<file path="config.mk">
export PLATFORM = sky130hd
export DESIGN_NAME = pll_pin_override_and_trim
export DESIGN_NICKNAME = d
export VERILOG_FILES = /design/src/core/pll_ovr_pkg.sv /design/src/core/osc_cal_engine.sv /design/src/core/pll_pin_override_and_trim.sv
export VERILOG_INCLUDE_DIRS = /design/src /design/src/core
export SDC_FILE = /design/constraint.sdc
export NUM_CORES = 1
export LEC_CHECK = 0
export ABC_AREA = 1
export ABC_CLOCK_PERIOD_IN_PS = 2100
export BUFFER_PORTS_ARGS = -buffer_cell sky130_fd_sc_hd__clkbuf_2
export CAP_MARGIN = 0
export CORE_AREA = 2 2 94 96
export CTS_CLUSTER_DIAMETER = 100
export CTS_CLUSTER_SIZE = 20
export DETAILED_ROUTE_END_ITERATION = 6
export DIE_AREA = 0 0 96 98
export SETUP_SLACK_MARGIN = 0.05
export SYNTH_ARGS = -nofsm -noshare
export SYNTH_HDL_FRONTEND = slang
export SYNTH_SLANG_ARGS = --single-unit
</file>
<file path="constraint.sdc">
create_clock -name I_CLK_SYS -period 2.1 [get_ports I_CLK_SYS]
set_clock_uncertainty 0.15 [all_clocks]
set_input_delay 0.42 -clock I_CLK_SYS [delete_from_list [all_inputs] [get_ports I_CLK_SYS]]
set_output_delay 0.42 -clock I_CLK_SYS [all_outputs]
set_load 0.02 [all_outputs]
</file>
<file path="src/core/pll_ovr_regs.svh">
// Register offsets, field positions, reset values and timing counts
`ifndef PLL_OVR_REGS_SVH
`define PLL_OVR_REGS_SVH

// ****************************************************************
// Register offsets
// ****************************************************************
`define ADDR_PLL_OVERRIDE_CONTROL 8'h58
`define ADDR_OSCILLATOR_TRIM_VALUE 8'h59
`define ADDR_PLL_PROGRAM_RESET_CTRL 8'h5C

// ****************************************************************
// Field positions
// ****************************************************************
`define OVR_EN_BIT 7
`define OVR_D_SEL_MSB 5
`define OVR_D_SEL_LSB 4
`define OVR_C_SEL_MSB 3
`define OVR_C_SEL_LSB 2
`define OVR_SE_BIT 1
`define OVR_PLL_EN_BIT 0
`define TRIM_MSB 6
`define PROG_RESET_BIT 0

// ****************************************************************
// Reset values
// ****************************************************************
`define RST_PLL_OVERRIDE_CONTROL 8'h00
`define RST_OSCILLATOR_TRIM_VALUE 8'h00
`define RST_PLL_PROGRAM_RESET_CTRL 8'h00
`define RST_TRIM_TRIAL 7'h40

// ****************************************************************
// Timing
// ****************************************************************
`define CLK_SYS_MHZ 20
`define OSC_CAL_SETTLE_NS 1000
`define OSC_CAL_SETTLE_CYCLES \
  ((`OSC_CAL_SETTLE_NS * `CLK_SYS_MHZ + 999) / 1000)

`endif

</file>
<file path="src/core/pll_ovr_pkg.sv">
// Types shared by the override register block and calibration engine
package pll_ovr_pkg;

  // ****************************************************************
  // Calibration engine states, one-hot
  // ****************************************************************
  typedef enum logic [1:0] {
    CAL_IDLE = 2'b01,
    CAL_RUN = 2'b10
  } cal_state_type;

  // Whole state of the calibration engine
  typedef struct packed {
    cal_state_type state;
    logic [6:0] trim;
    logic [2:0] bit_idx;
    logic [7:0] cnt;
    logic done;
    logic we;
  } cal_regs_type;

  // Whole state of the override register block
  typedef struct packed {
    logic [7:0] ovr;
    logic [7:0] trim;
    logic [7:0] prst;
    logic [7:0] rdata;
    logic rvalid;
    logic pll_en;
    logic se_sel;
    logic [1:0] c_sel;
    logic [1:0] d_sel;
  } ovr_regs_type;

endpackage

</file>
<file path="src/core/osc_cal_engine.sv">
// Successive-approximation oscillator trim calibration engine
`timescale 1ns/1ns
`include "pll_ovr_regs.svh"

module osc_cal_engine #(
  parameter int SETTLE_CYCLES = `OSC_CAL_SETTLE_CYCLES
) (
  input wire logic i_clk,
  input wire logic i_rst_b,
  input wire logic i_start,
  input wire logic i_enable,
  input wire logic i_prog_reset,
  input wire logic i_too_fast,
  output logic [6:0] o_trim,
  output logic o_trim_we,
  output logic o_done,
  output logic o_busy
);

  pll_ovr_pkg::cal_regs_type st_r;
  pll_ovr_pkg::cal_regs_type st_nxt;
  logic [2:0] next_idx;

  // ****************************************************************
  // Next state
  // ****************************************************************
  // One trim bit per step, MSB first, each after a settle wait
  always_comb begin
    st_nxt = st_r;
    st_nxt.we = 1'b0;
    next_idx = st_r.bit_idx - 3'h1;
    case (st_r.state)
      pll_ovr_pkg::CAL_IDLE: begin
        if (i_start && !i_enable) begin
          st_nxt.done = 1'b1;
        end else if (i_start) begin
          st_nxt.state = pll_ovr_pkg::CAL_RUN;
          st_nxt.trim = `RST_TRIM_TRIAL;
          st_nxt.bit_idx = 3'h6;
          st_nxt.cnt = 8'(SETTLE_CYCLES);
          st_nxt.we = 1'b1;
          st_nxt.done = 1'b0;
        end
      end
      pll_ovr_pkg::CAL_RUN: begin
        if (st_r.cnt != 8'h00) begin
          st_nxt.cnt = st_r.cnt - 8'h01;
        end else begin
          // Oscillator above target: drop the trial bit
          if (i_too_fast) begin
            st_nxt.trim[st_r.bit_idx] = 1'b0;
          end
          st_nxt.we = 1'b1;
          if (st_r.bit_idx == 3'h0) begin
            st_nxt.state = pll_ovr_pkg::CAL_IDLE;
            st_nxt.done = 1'b1;
          end else begin
            st_nxt.trim[next_idx] = 1'b1;
            st_nxt.bit_idx = next_idx;
            st_nxt.cnt = 8'(SETTLE_CYCLES);
          end
        end
      end
      default: begin
        st_nxt.state = pll_ovr_pkg::CAL_IDLE;
      end
    endcase
    // Holding program reset aborts and clears done, start excepted
    if (i_prog_reset && !i_start) begin
      st_nxt.state = pll_ovr_pkg::CAL_IDLE;
      st_nxt.done = 1'b0;
      st_nxt.we = 1'b0;
    end
  end

  // State register
  always_ff @(posedge i_clk) begin
    if (!i_rst_b) begin
      st_r <= '{state: pll_ovr_pkg::CAL_IDLE, trim: 7'h00,
                bit_idx: 3'h0, cnt: 8'h00, done: 1'b0, we: 1'b0};
    end else begin
      st_r <= st_nxt;
    end
  end

  // Trim, write and done straight from the state flops; busy decoded from state
  assign o_trim = st_r.trim;
  assign o_trim_we = st_r.we;
  assign o_done = st_r.done;
  assign o_busy = (st_r.state == pll_ovr_pkg::CAL_RUN);

  // ****************************************************************
  // Assertions
  // ****************************************************************
  AST_CAL_SKIP: assert property (@(posedge i_clk) disable iff (!i_rst_b)
    (i_start && !i_enable && !o_busy) |=> o_done && !o_busy)
    else $error("skipped calibration did not report done");
  AST_CAL_START: assert property (@(posedge i_clk) disable iff (!i_rst_b)
    (i_start && i_enable && !o_busy) |=> o_busy && !o_done ##0
    o_trim == 7'h40)
    else $error("calibration did not start with mid trim");
  AST_TRIM_WE_CAL: assert property (@(posedge i_clk) disable iff (!i_rst_b)
    o_trim_we |-> o_busy || $past(o_busy) || o_done)
    else $error("trim written outside calibration");
  AST_PROG_RESET_CLEARS: assert property (@(posedge i_clk)
    disable iff (!i_rst_b)
    (i_prog_reset && !i_start) |=> !o_done && !o_busy)
    else $error("done or busy while program reset held");
  COV_CAL_DONE: cover property (@(posedge i_clk) disable iff (!i_rst_b)
    o_busy ##1 !o_busy && o_done);

endmodule

</file>
<file path="src/core/pll_pin_override_and_trim.sv">
// Pin or register control of the sampling PLL, and oscillator trim
`timescale 1ns/1ns
`include "pll_ovr_regs.svh"

// Function
// - Override bit 7 low: PLL controls come from the pins.
// - Override bit 7 high: PLL controls come from the register fields.
// - Register mode, bits 5:4 pick output D: off, divide 1, 2, 4.
// - Pin mode, output D function follows the two configuration pins.
// - Output D never runs unless output C runs.
// - Register mode, bits 3:2 pick output C: off, divide 1, 2, 4.
// - Pin mode, output C function follows the two configuration pins.
// - Register mode, bit 1 selects the single-ended reference input.
// - Register mode, bit 0 enables the sampling PLL.
// - Seven-bit trim sets oscillator; calibration loads it; readable.
// - A trim value written by software is applied to the oscillator unless calibration is running or writing its last step.
// - Reset clears the override register: pin mode, outputs off.
// - Writing program reset from one to zero starts calibration when enabled.
// - Calibration done reads one when finished or skipped.
module pll_pin_override_and_trim #(
  parameter int SETTLE_CYCLES = `OSC_CAL_SETTLE_CYCLES
) (
  input wire logic I_CLK_SYS,
  input wire logic I_RST_B,
  input wire logic i_REG_WR,
  input wire logic i_REG_RD,
  input wire logic [7:0] i_REG_ADDR,
  input wire logic [7:0] i_REG_WDATA,
  input wire logic i_PLL_ENABLE_PIN,
  input wire logic i_SINGLE_ENDED_REF_PIN,
  input wire logic i_CLOCK_CONFIG_PIN_0,
  input wire logic i_CLOCK_CONFIG_PIN_1,
  input wire logic i_OSC_CAL_ENABLE,
  input wire logic i_OSC_TOO_FAST,
  output logic [7:0] o_REG_RDATA,
  output logic o_REG_RVALID,
  output logic o_PLL_ENABLE,
  output logic o_SINGLE_ENDED_REF_SELECT,
  output logic [1:0] o_REF_OUTPUT_C_SEL,
  output logic [1:0] o_REF_OUTPUT_D_SEL,
  output logic [6:0] o_OSCILLATOR_TRIM,
  output logic o_PLL_PROGRAM_RESET,
  output logic o_OSC_CAL_DONE,
  output logic o_OSC_CAL_BUSY
);

  pll_ovr_pkg::ovr_regs_type st_r;
  pll_ovr_pkg::ovr_regs_type st_nxt;
  logic wr_ovr;
  logic wr_trim;
  logic wr_prst;
  logic cal_start;
  logic [6:0] cal_trim;
  logic cal_trim_we;
  logic cal_done;
  logic cal_busy;
  logic [1:0] c_mode;
  logic [1:0] d_mode;

  // ****************************************************************
  // Register decode
  // ****************************************************************
  assign wr_ovr = i_REG_WR && (i_REG_ADDR == `ADDR_PLL_OVERRIDE_CONTROL);
  assign wr_trim = i_REG_WR && (i_REG_ADDR == `ADDR_OSCILLATOR_TRIM_VALUE);
  assign wr_prst = i_REG_WR &&
                   (i_REG_ADDR == `ADDR_PLL_PROGRAM_RESET_CTRL);
  // Only a falling write of program reset starts calibration
  assign cal_start = wr_prst && !i_REG_WDATA[`PROG_RESET_BIT] &&
                     st_r.prst[`PROG_RESET_BIT];

  // ****************************************************************
  // Calibration engine
  // ****************************************************************
  osc_cal_engine #(
    .SETTLE_CYCLES(SETTLE_CYCLES)
  ) u_cal (
    .i_clk(I_CLK_SYS),
    .i_rst_b(I_RST_B),
    .i_start(cal_start),
    .i_enable(i_OSC_CAL_ENABLE),
    .i_prog_reset(st_r.prst[`PROG_RESET_BIT]),
    .i_too_fast(i_OSC_TOO_FAST),
    .o_trim(cal_trim),
    .o_trim_we(cal_trim_we),
    .o_done(cal_done),
    .o_busy(cal_busy)
  );

  // ****************************************************************
  // Control source selection
  // ****************************************************************
  // Pins give one code to both outputs; register fields give each output its own
  always_comb begin
    if (st_r.ovr[`OVR_EN_BIT]) begin
      c_mode = st_r.ovr[`OVR_C_SEL_MSB:`OVR_C_SEL_LSB];
      d_mode = st_r.ovr[`OVR_D_SEL_MSB:`OVR_D_SEL_LSB];
    end else begin
      c_mode = {i_CLOCK_CONFIG_PIN_1, i_CLOCK_CONFIG_PIN_0};
      d_mode = {i_CLOCK_CONFIG_PIN_1, i_CLOCK_CONFIG_PIN_0};
    end
  end

  // ****************************************************************
  // Next state
  // ****************************************************************
  always_comb begin
    st_nxt = st_r;
    st_nxt.rvalid = i_REG_RD;
    if (wr_ovr) begin
      st_nxt.ovr = i_REG_WDATA;
    end
    if (wr_prst) begin
      st_nxt.prst = i_REG_WDATA;
    end
    // Engine owns the trim while it runs; software writes lose then
    if (cal_trim_we) begin
      st_nxt.trim[`TRIM_MSB:0] = cal_trim;
    end else if (wr_trim && !cal_busy) begin
      st_nxt.trim = i_REG_WDATA;
    end
    // Read answer one cycle after the strobe; unmapped reads zero
    case (i_REG_ADDR)
      `ADDR_PLL_OVERRIDE_CONTROL: st_nxt.rdata = st_r.ovr;
      `ADDR_OSCILLATOR_TRIM_VALUE: st_nxt.rdata = st_r.trim;
      `ADDR_PLL_PROGRAM_RESET_CTRL: st_nxt.rdata = st_r.prst;
      default: st_nxt.rdata = 8'h00;
    endcase
    if (!i_REG_RD) begin
      st_nxt.rdata = 8'h00;
    end
    // PLL enable and reference select
    if (st_r.ovr[`OVR_EN_BIT]) begin
      st_nxt.pll_en = st_r.ovr[`OVR_PLL_EN_BIT];
      st_nxt.se_sel = st_r.ovr[`OVR_SE_BIT];
    end else begin
      st_nxt.pll_en = i_PLL_ENABLE_PIN;
      st_nxt.se_sel = i_SINGLE_ENDED_REF_PIN;
    end
    st_nxt.c_sel = c_mode;
    // Output D is gated by output C running
    st_nxt.d_sel = (c_mode == 2'h0) ? 2'h0 : d_mode;
  end

  // State register
  always_ff @(posedge I_CLK_SYS) begin
    if (!I_RST_B) begin
      st_r <= '{ovr: `RST_PLL_OVERRIDE_CONTROL,
                trim: `RST_OSCILLATOR_TRIM_VALUE,
                prst: `RST_PLL_PROGRAM_RESET_CTRL,
                rdata: 8'h00, rvalid: 1'b0, pll_en: 1'b0,
                se_sel: 1'b0, c_sel: 2'h0, d_sel: 2'h0};
    end else begin
      st_r <= st_nxt;
    end
  end

  // ****************************************************************
  // Outputs from flops, except calibration busy, decoded from engine state
  // ****************************************************************
  assign o_REG_RDATA = st_r.rdata;
  assign o_REG_RVALID = st_r.rvalid;
  assign o_PLL_ENABLE = st_r.pll_en;
  assign o_SINGLE_ENDED_REF_SELECT = st_r.se_sel;
  assign o_REF_OUTPUT_C_SEL = st_r.c_sel;
  assign o_REF_OUTPUT_D_SEL = st_r.d_sel;
  assign o_OSCILLATOR_TRIM = st_r.trim[`TRIM_MSB:0];
  assign o_PLL_PROGRAM_RESET = st_r.prst[`PROG_RESET_BIT];
  assign o_OSC_CAL_DONE = cal_done;
  assign o_OSC_CAL_BUSY = cal_busy;

  // ****************************************************************
  // Assertions
  // ****************************************************************
  AST_PIN_PLL_EN: assert property (@(posedge I_CLK_SYS)
    disable iff (!I_RST_B) !st_r.ovr[7] |=>
    o_PLL_ENABLE == $past(i_PLL_ENABLE_PIN) &&
    o_SINGLE_ENDED_REF_SELECT == $past(i_SINGLE_ENDED_REF_PIN))
    else $error("pin mode not taken from pins");
  AST_REG_PLL_EN: assert property (@(posedge I_CLK_SYS)
    disable iff (!I_RST_B) st_r.ovr[7] |=>
    o_PLL_ENABLE == $past(st_r.ovr[0]))
    else $error("register mode PLL enable wrong");
  AST_REG_SE: assert property (@(posedge I_CLK_SYS)
    disable iff (!I_RST_B) st_r.ovr[7] |=>
    o_SINGLE_ENDED_REF_SELECT == $past(st_r.ovr[1]))
    else $error("register mode reference select wrong");
  AST_REG_C: assert property (@(posedge I_CLK_SYS)
    disable iff (!I_RST_B) (st_r.ovr[7] && wr_ovr == 1'b0) |=>
    o_REF_OUTPUT_C_SEL == $past(st_r.ovr[3:2]))
    else $error("register mode output C wrong");
  AST_REG_D: assert property (@(posedge I_CLK_SYS)
    disable iff (!I_RST_B)
    (st_r.ovr[7] && st_r.ovr[3:2] != 2'h0) |=>
    o_REF_OUTPUT_D_SEL == $past(st_r.ovr[5:4]))
    else $error("register mode output D wrong");
  AST_PIN_C: assert property (@(posedge I_CLK_SYS)
    disable iff (!I_RST_B) !st_r.ovr[7] |=>
    o_REF_OUTPUT_C_SEL ==
    $past({i_CLOCK_CONFIG_PIN_1, i_CLOCK_CONFIG_PIN_0}))
    else $error("pin mode output C wrong");
  AST_PIN_D: assert property (@(posedge I_CLK_SYS)
    disable iff (!I_RST_B) !st_r.ovr[7] |=>
    o_REF_OUTPUT_D_SEL == o_REF_OUTPUT_C_SEL)
    else $error("pin mode output D wrong");
  AST_D_NEEDS_C: assert property (@(posedge I_CLK_SYS)
    disable iff (!I_RST_B) o_REF_OUTPUT_C_SEL == 2'h0 |->
    o_REF_OUTPUT_D_SEL == 2'h0)
    else $error("output D running without output C");
  AST_RESET_CLEARS: assert property (@(posedge I_CLK_SYS)
    !I_RST_B |=> st_r.ovr == 8'h00 && st_r.prst == 8'h00)
    else $error("reset did not clear override");
  AST_TRIM_WRITE: assert property (@(posedge I_CLK_SYS)
    disable iff (!I_RST_B) (wr_trim && !cal_busy && !cal_trim_we) |=>
    o_OSCILLATOR_TRIM == $past(i_REG_WDATA[6:0]))
    else $error("software trim not applied");
  AST_TRIM_READ: assert property (@(posedge I_CLK_SYS)
    disable iff (!I_RST_B)
    (i_REG_RD && i_REG_ADDR == 8'h59) |=>
    o_REG_RVALID && o_REG_RDATA[6:0] == $past(o_OSCILLATOR_TRIM))
    else $error("trim readback wrong");
  AST_CAL_KICK: assert property (@(posedge I_CLK_SYS)
    disable iff (!I_RST_B) (cal_start && i_OSC_CAL_ENABLE && !cal_busy)
    |=> cal_busy ##[1:300] cal_done)
    else $error("calibration did not complete in time");
  COV_REG_MODE_D: cover property (@(posedge I_CLK_SYS)
    disable iff (!I_RST_B) st_r.ovr[7] && o_REF_OUTPUT_D_SEL == 2'h3);
  COV_PIN_MODE_C: cover property (@(posedge I_CLK_SYS)
    disable iff (!I_RST_B) !st_r.ovr[7] && o_REF_OUTPUT_C_SEL == 2'h2);
  COV_CAL_SKIP: cover property (@(posedge I_CLK_SYS)
    disable iff (!I_RST_B) cal_start && !i_OSC_CAL_ENABLE ##1 cal_done);

endmodule

</file>
; After elaboration in Yosys (flattened, before gate mapping)
; Cells that the tools add are included.
[totals]
elab_cells = 92
out_inout_bits = 25
in_bits = 26
ff_bits = 61
[op_classes]
n_reduce_logical = 28
order_cmp = 4
addsub = 2
bitwise = 5
n_mux = 25
eq_ne = 12
[op_table]
columns = op, count
row1 = 20-bit one-hot mux with 2 select lines, 1
row2 = 7-bit 2-to-1 mux, 5
row3 = 8-bit by 7-bit equality test with 1-bit output (second input constant), 3
row4 = 8-bit one-hot mux with 3 select lines, 1
row5 = 22-bit 2-to-1 mux, 1
row6 = 20-bit 2-to-1 mux, 1
row7 = 18-bit 2-to-1 mux, 1
row8 = 4-bit AND reduction, 4
row9 = 12-bit 2-to-1 mux, 1
row10 = 1-bit logical AND, 10
row11 = 2-bit 2-to-1 mux, 5
row12 = 3-bit by 4-bit < comparator with 1-bit output (second input constant), 2
row13 = 8-bit 2-to-1 mux, 1
row14 = 8-bit nonzero test, 1
row15 = 8-bit by 1-bit subtractor with 8-bit output (second input constant), 1
row16 = 7-bit bitwise AND, 1
row17 = 7-bit NOT, 1
row18 = 7-bit OR, 1
row19 = 1-bit demux with 3-bit select, 2
row20 = 3-bit by 1-bit >= comparator with 1-bit output (second input constant), 2
row21 = 2-bit != test (second input constant), 3
row22 = 1-bit 2-to-1 mux, 5
row23 = 5-bit AND reduction, 1
row24 = 1-bit zero test, 4
row25 = 13 further kinds, 18

; Logic depth before layout (Yosys ltp)
[depth]
depth_word = 13
ltp_mapped = 11
mapped_depth_nobuf = 10

; Cells and area by module
; From an unflattened synthesis, not the netlist that was laid out.
[hier_totals]
cells_unflattened = 493
hier_area_um2 = 3442.1
[by_module_without_submodules]
columns = module, cells_per_inst, n_inst, seq_area_each_um2, area_per_inst_um2
row1 = pll_pin_override_and_trim, 272, 1, 780.7, 2004.4
row2 = osc_cal_engine, 221, 1, 440.4, 1437.6

; Worst setup path after synthesis
; Ideal clock, no wire load.
[synth_path]
kind = register to register
start = reg u_cal.st_r[20] (netlist name)
end = reg u_cal.st_r[20] (netlist name)
arrival_time_ns = 1.538
required_ns = 1.827
setup_time_ns = 0.123
path_stages_with_launch = 10
setup_slack_ns = 0.288
cell_sequence = dfxtp_1 inv_1 ha_1 inv_1 buf_2 nor2_1 nor2_2 nand3_1 nand2_1 nand3_1
[synth_between]
elab_chain_len = 3
[synth_rtl]
columns = item, line
row1 = "start, declared", osc_cal_engine.sv:20  ; pll_ovr_pkg::cal_regs_type st_r;
row2 = "start signal, assigned", osc_cal_engine.sv:79  ; st_r <= '{state: pll_ovr_pkg::CAL_IDLE, trim: 7'h00,
row3 = "start signal, assigned", osc_cal_engine.sv:82  ; st_r <= st_nxt;
row4 = 2-bit equality test (*), -
row5 = net o_OSC_CAL_BUSY, pll_pin_override_and_trim.sv:44  ; output logic o_OSC_CAL_BUSY
row6 = 2-bit != test (no line) / 2-bit by 1-bit != test with 1-bit output (equally long branches), -
row7 = 4-bit AND reduction (no line), -
; Mark *: on every way through the listed nets, which the timed path passes. The rest lies on a longest branch.
; A chain may end at the register's enable or synchronous reset.

; Worst setup path in the final report
[layout_path]
start = reg u_cal.st_r[2] (netlist name)
end = reg u_cal.st_r[6] (netlist name)
[layout_between]
elab_chain_len = 3
[layout_rtl]
columns = item, line
row1 = 8-bit by 1-bit subtractor with 8-bit output / 8-bit nonzero test (equally long branches), "osc_cal_engine.sv:47, osc_cal_engine.sv:46"
row2 = 8-bit 2-to-1 mux / 3-bit by 2-bit != test with 1-bit output (equally long branches), -
row3 = 20-bit one-hot mux with 2 select lines / 4-bit AND reduction (equally long branches), -
; Several ways; a longest one is shown, not always the timed one.

==> impl_metrics.ini <==
[global_route]
grt_use_total = 0.173
grt-ovfl-total = 0
grt_pass1_wl_um = 12900
grt_pass1_vias = 2840
antenna_found_initial = 0
grt_max_degree = 29

[clock_network]
postCtsSetupBuffers = 0
cts_tree = built
root_buffer = clkbuf_8
cts_made_buffers = 9
cts_max_level = 3
clk_latency_ns = 0.34
clock_sinks = 61
ctsHoldBuffers = 0
clk_pin_slew_worst_paths_ns = 0.08
cts_max_path_buffers = 2

[power]
ir_drop_uv = 276
cellPowerDensity_nw_per_um2 = 604
leakagePower_nw = 1.72
fin_total_pwr_mw = 2.23

[logic_synthesis]
synth_cell_type_count = 32
yosys.area_share.simple = 0.327
syn_inst = 473
ys.flop_type = dfxtp_1
synth_compound_area_frac = 0.132
synth.ff_latch_count = 61
synth-xor-area-share = 0.00805
syn_area_um2 = 3270
synth_top_family_by_area = simple AND/OR/NAND/NOR gates
yosys_warnings = 0
synth_edf_count = 0
avgSynthCellArea_um2 = 6.90
async_flop_share = 0
synthMuxAreaShare = 0
ys_seq_area_frac = 0.374
syn_nets = 504
synth_fa_ha_area_frac = 0.0192

[outcome]
status = complete, no violations

[place]
place_hpwl_um = 5740
gp_congestion = 0.837
io_buffers = 50

[setup_path]
timing.rr.end = u_cal.st_r[6]
crit_family = simple AND/OR/NAND/NOR gates
r2r_start = u_cal.st_r[2]
critPathMaxStageDelay_ns = 0.30
slowest_stage = dfxtp_1
crit_fanout = 8
crit_start = u_cal.st_r[2]
worst_setup_path_end_kind = register
critical_path_buf_inv_count = 1
rrSetupSlack_ns = 0.23
cp-start-kind = register
criticalPathCategory = reg -> reg
path_cells = inv_1 > ha_2 > nand3_2 > nor2_4 > nor2_4 > nor2_2 > o21ai_0 > nor2_1 > nor2_1
critPathRequiredTime_ns = 2.19
arrival_ns = 1.95
reg2regPathDepth = 9

[sta]
max_freq_mhz = 536
finalHoldViolCount = 0
relSlewSlack = 0.664
rsz0062_at_grt = false
slew_viol_final = 0
fin_crit_sh = 0.889
tightest_slew_ns = 0.503
finalSetupTns_ns = 0
fin_crit_ns = 1.87
setup_viol = 0

[worst_hold_path]
hp-class = in -> reg
holdPathStages = 3
min_to = o_SINGLE_ENDED_REF_SELECT
min_from = I_RST_B

[routing]
viasPerCell = 4.77
wire_per_inst_um = 12.1
wirelength_um = 7520
drtPass1Iterations = 4
ant_nets = 0
num_vias = 2970
drc = 0
drt-initial-drc-count = 96

[die]
initial_utilization = 0.386
die_x_um = 96
core_um2 = 8470
dieArea_um2 = 9410
ioPinCount = 51
num_rows = 34
fp.dieH_um = 98

[finish]
area_delta_synth_final_pct = 12.9
fillers = 931
fin_nets = 541
diodes = 0
layout-drive-gt1-share = 0.212

[job]
cap_viol_max_count = 0
## what timing repair did
action                                  in CTS  in global routing
endpoints found under the setup margin       0                  8
endpoints found under the hold margin        0                  0
resized for setup                            0                  3
## logic make-up after synthesis
family	count (synthesis)
flip-flops	61
AND/OR/NAND/NOR	227
adder cells (fa/ha/maj)	5
buffers and inverters	97
XOR/XNOR	3
AO/OA/AOI/OAI	80
## sequential cells by signal, indices dropped and copies added, names as in the netlist
name                       cells
o_OSCILLATOR_TRIM              7
o_PLL_ENABLE                   1
o_PLL_PROGRAM_RESET            1
o_REF_OUTPUT_C_SEL             2
o_REF_OUTPUT_D_SEL             2
o_REG_RDATA                    8
o_REG_RVALID                   1
o_SINGLE_ENDED_REF_SELECT      1
st_r                          16
u_cal.o_done                   1
u_cal.o_trim                   7
u_cal.o_trim_we                1
u_cal.st_r                    13
## routing by layer
layer	wire (µm)	part of all wire	vias up	track usage
li1	-	-	1567	-
met1	3580	0.48	1326	0.222
met2	3470	0.46	66	0.277
met3	350	0.047	11	0.0378
met4	116	0.015	0	0.0725
met5	0	0	-	0
## area by class of cell
class                      count  area, µm²  area share
clock buffer                   9        124      0.0336
clock inverter                 7       52.6      0.0143
inverter                      64        240      0.0652
multi-input combinational    315       1600       0.433
sequential                    61       1220       0.331
tap                          108        135      0.0367
timing repair buffer          59        318      0.0862
## synth_stat cells, drive strengths merged (2+ instances only)
library cell,n,share of area
clkbuf,7,0.0080
nor2,59,0.087
o211ai,7,0.016
ha,5,0.019
a21oi,39,0.061
xnor2,2,0.0054
inv,63,0.072
o21ai,31,0.048
nand2,122,0.15
nor3,5,0.011
dfxtp,61,0.37
nand4,11,0.023
buf,26,0.058
nand3,30,0.058
## how the worst max path moves through the flow
| stage | cells past startpoint | slack [ns] | end |
|---|---|---|---|
| 2_1_floorplan | 9 | 0.29 | u_cal.st_r[20] |
| 3_3_place_gp | 9 | 0.18 | u_cal.st_r[11] |
| 3_5_place_dp | 10 | 0.12 | u_cal.st_r[11] |
| 4_1_cts | 9 | 0.18 | u_cal.st_r[4] |
| 5_1_grt | 10 | 0.06 | u_cal.o_trim[0] |
| 6_report | 9 | 0.23 | u_cal.st_r[6] |
## cell usage in the layout (no fill, tap or decap), types with 3 or more instances in the layout
master	instances
clkbuf_8	9
o21ai_0	31
clkinvlp_4	4
buf_4	9
inv_2	7
nand2_2	4
nor2_2	4
ha_1	4
nand2_1	116
inv_1	56
o211ai_1	7
nand3_1	24
a21oi_1	38
nor2_1	49
nor3_1	3
nand4_1	10
nor2_4	5
dfxtp_1	61
clkbuf_2	50
nand3_2	4
## metrics by stage
| step | std cells | instance area, µm² | setup WS [ns] | util | hold slack, ns |
|---|---|---|---|---|---|
| CTS | 623 | 3680 | 0.177 | 0.435 | 0.184 |
| finish | 623 | 3690 | 0.234 | 0.435 | 0.191 |
| global placement | 607 | 3500 | 0.178 | 0.414 | 0.293 |
| global route | 623 | 3690 | 0.0578 | 0.435 | 0.198 |
| floorplan | 473 | 3270 | 0.288 | - | 0.280 |
| detailed placement | 607 | 3500 | 0.117 | 0.414 | 0.304 |
## tightest hold or removal path: cells and delay by family
family | cells | cell delay, ns
AOI/OAI and AO/OA | 2 | 0.11
buffers and inverters | 1 | 0.11
## power by group
group	switching (mW)	total (mW)	internal, mW
registers	0.00235	1.17	1.16
clock network	0.511	0.939	0.429
logic	0.0795	0.121	0.0420
total	0.593	2.23	1.63
Note: power is estimated with default switching activity, not from simulation.
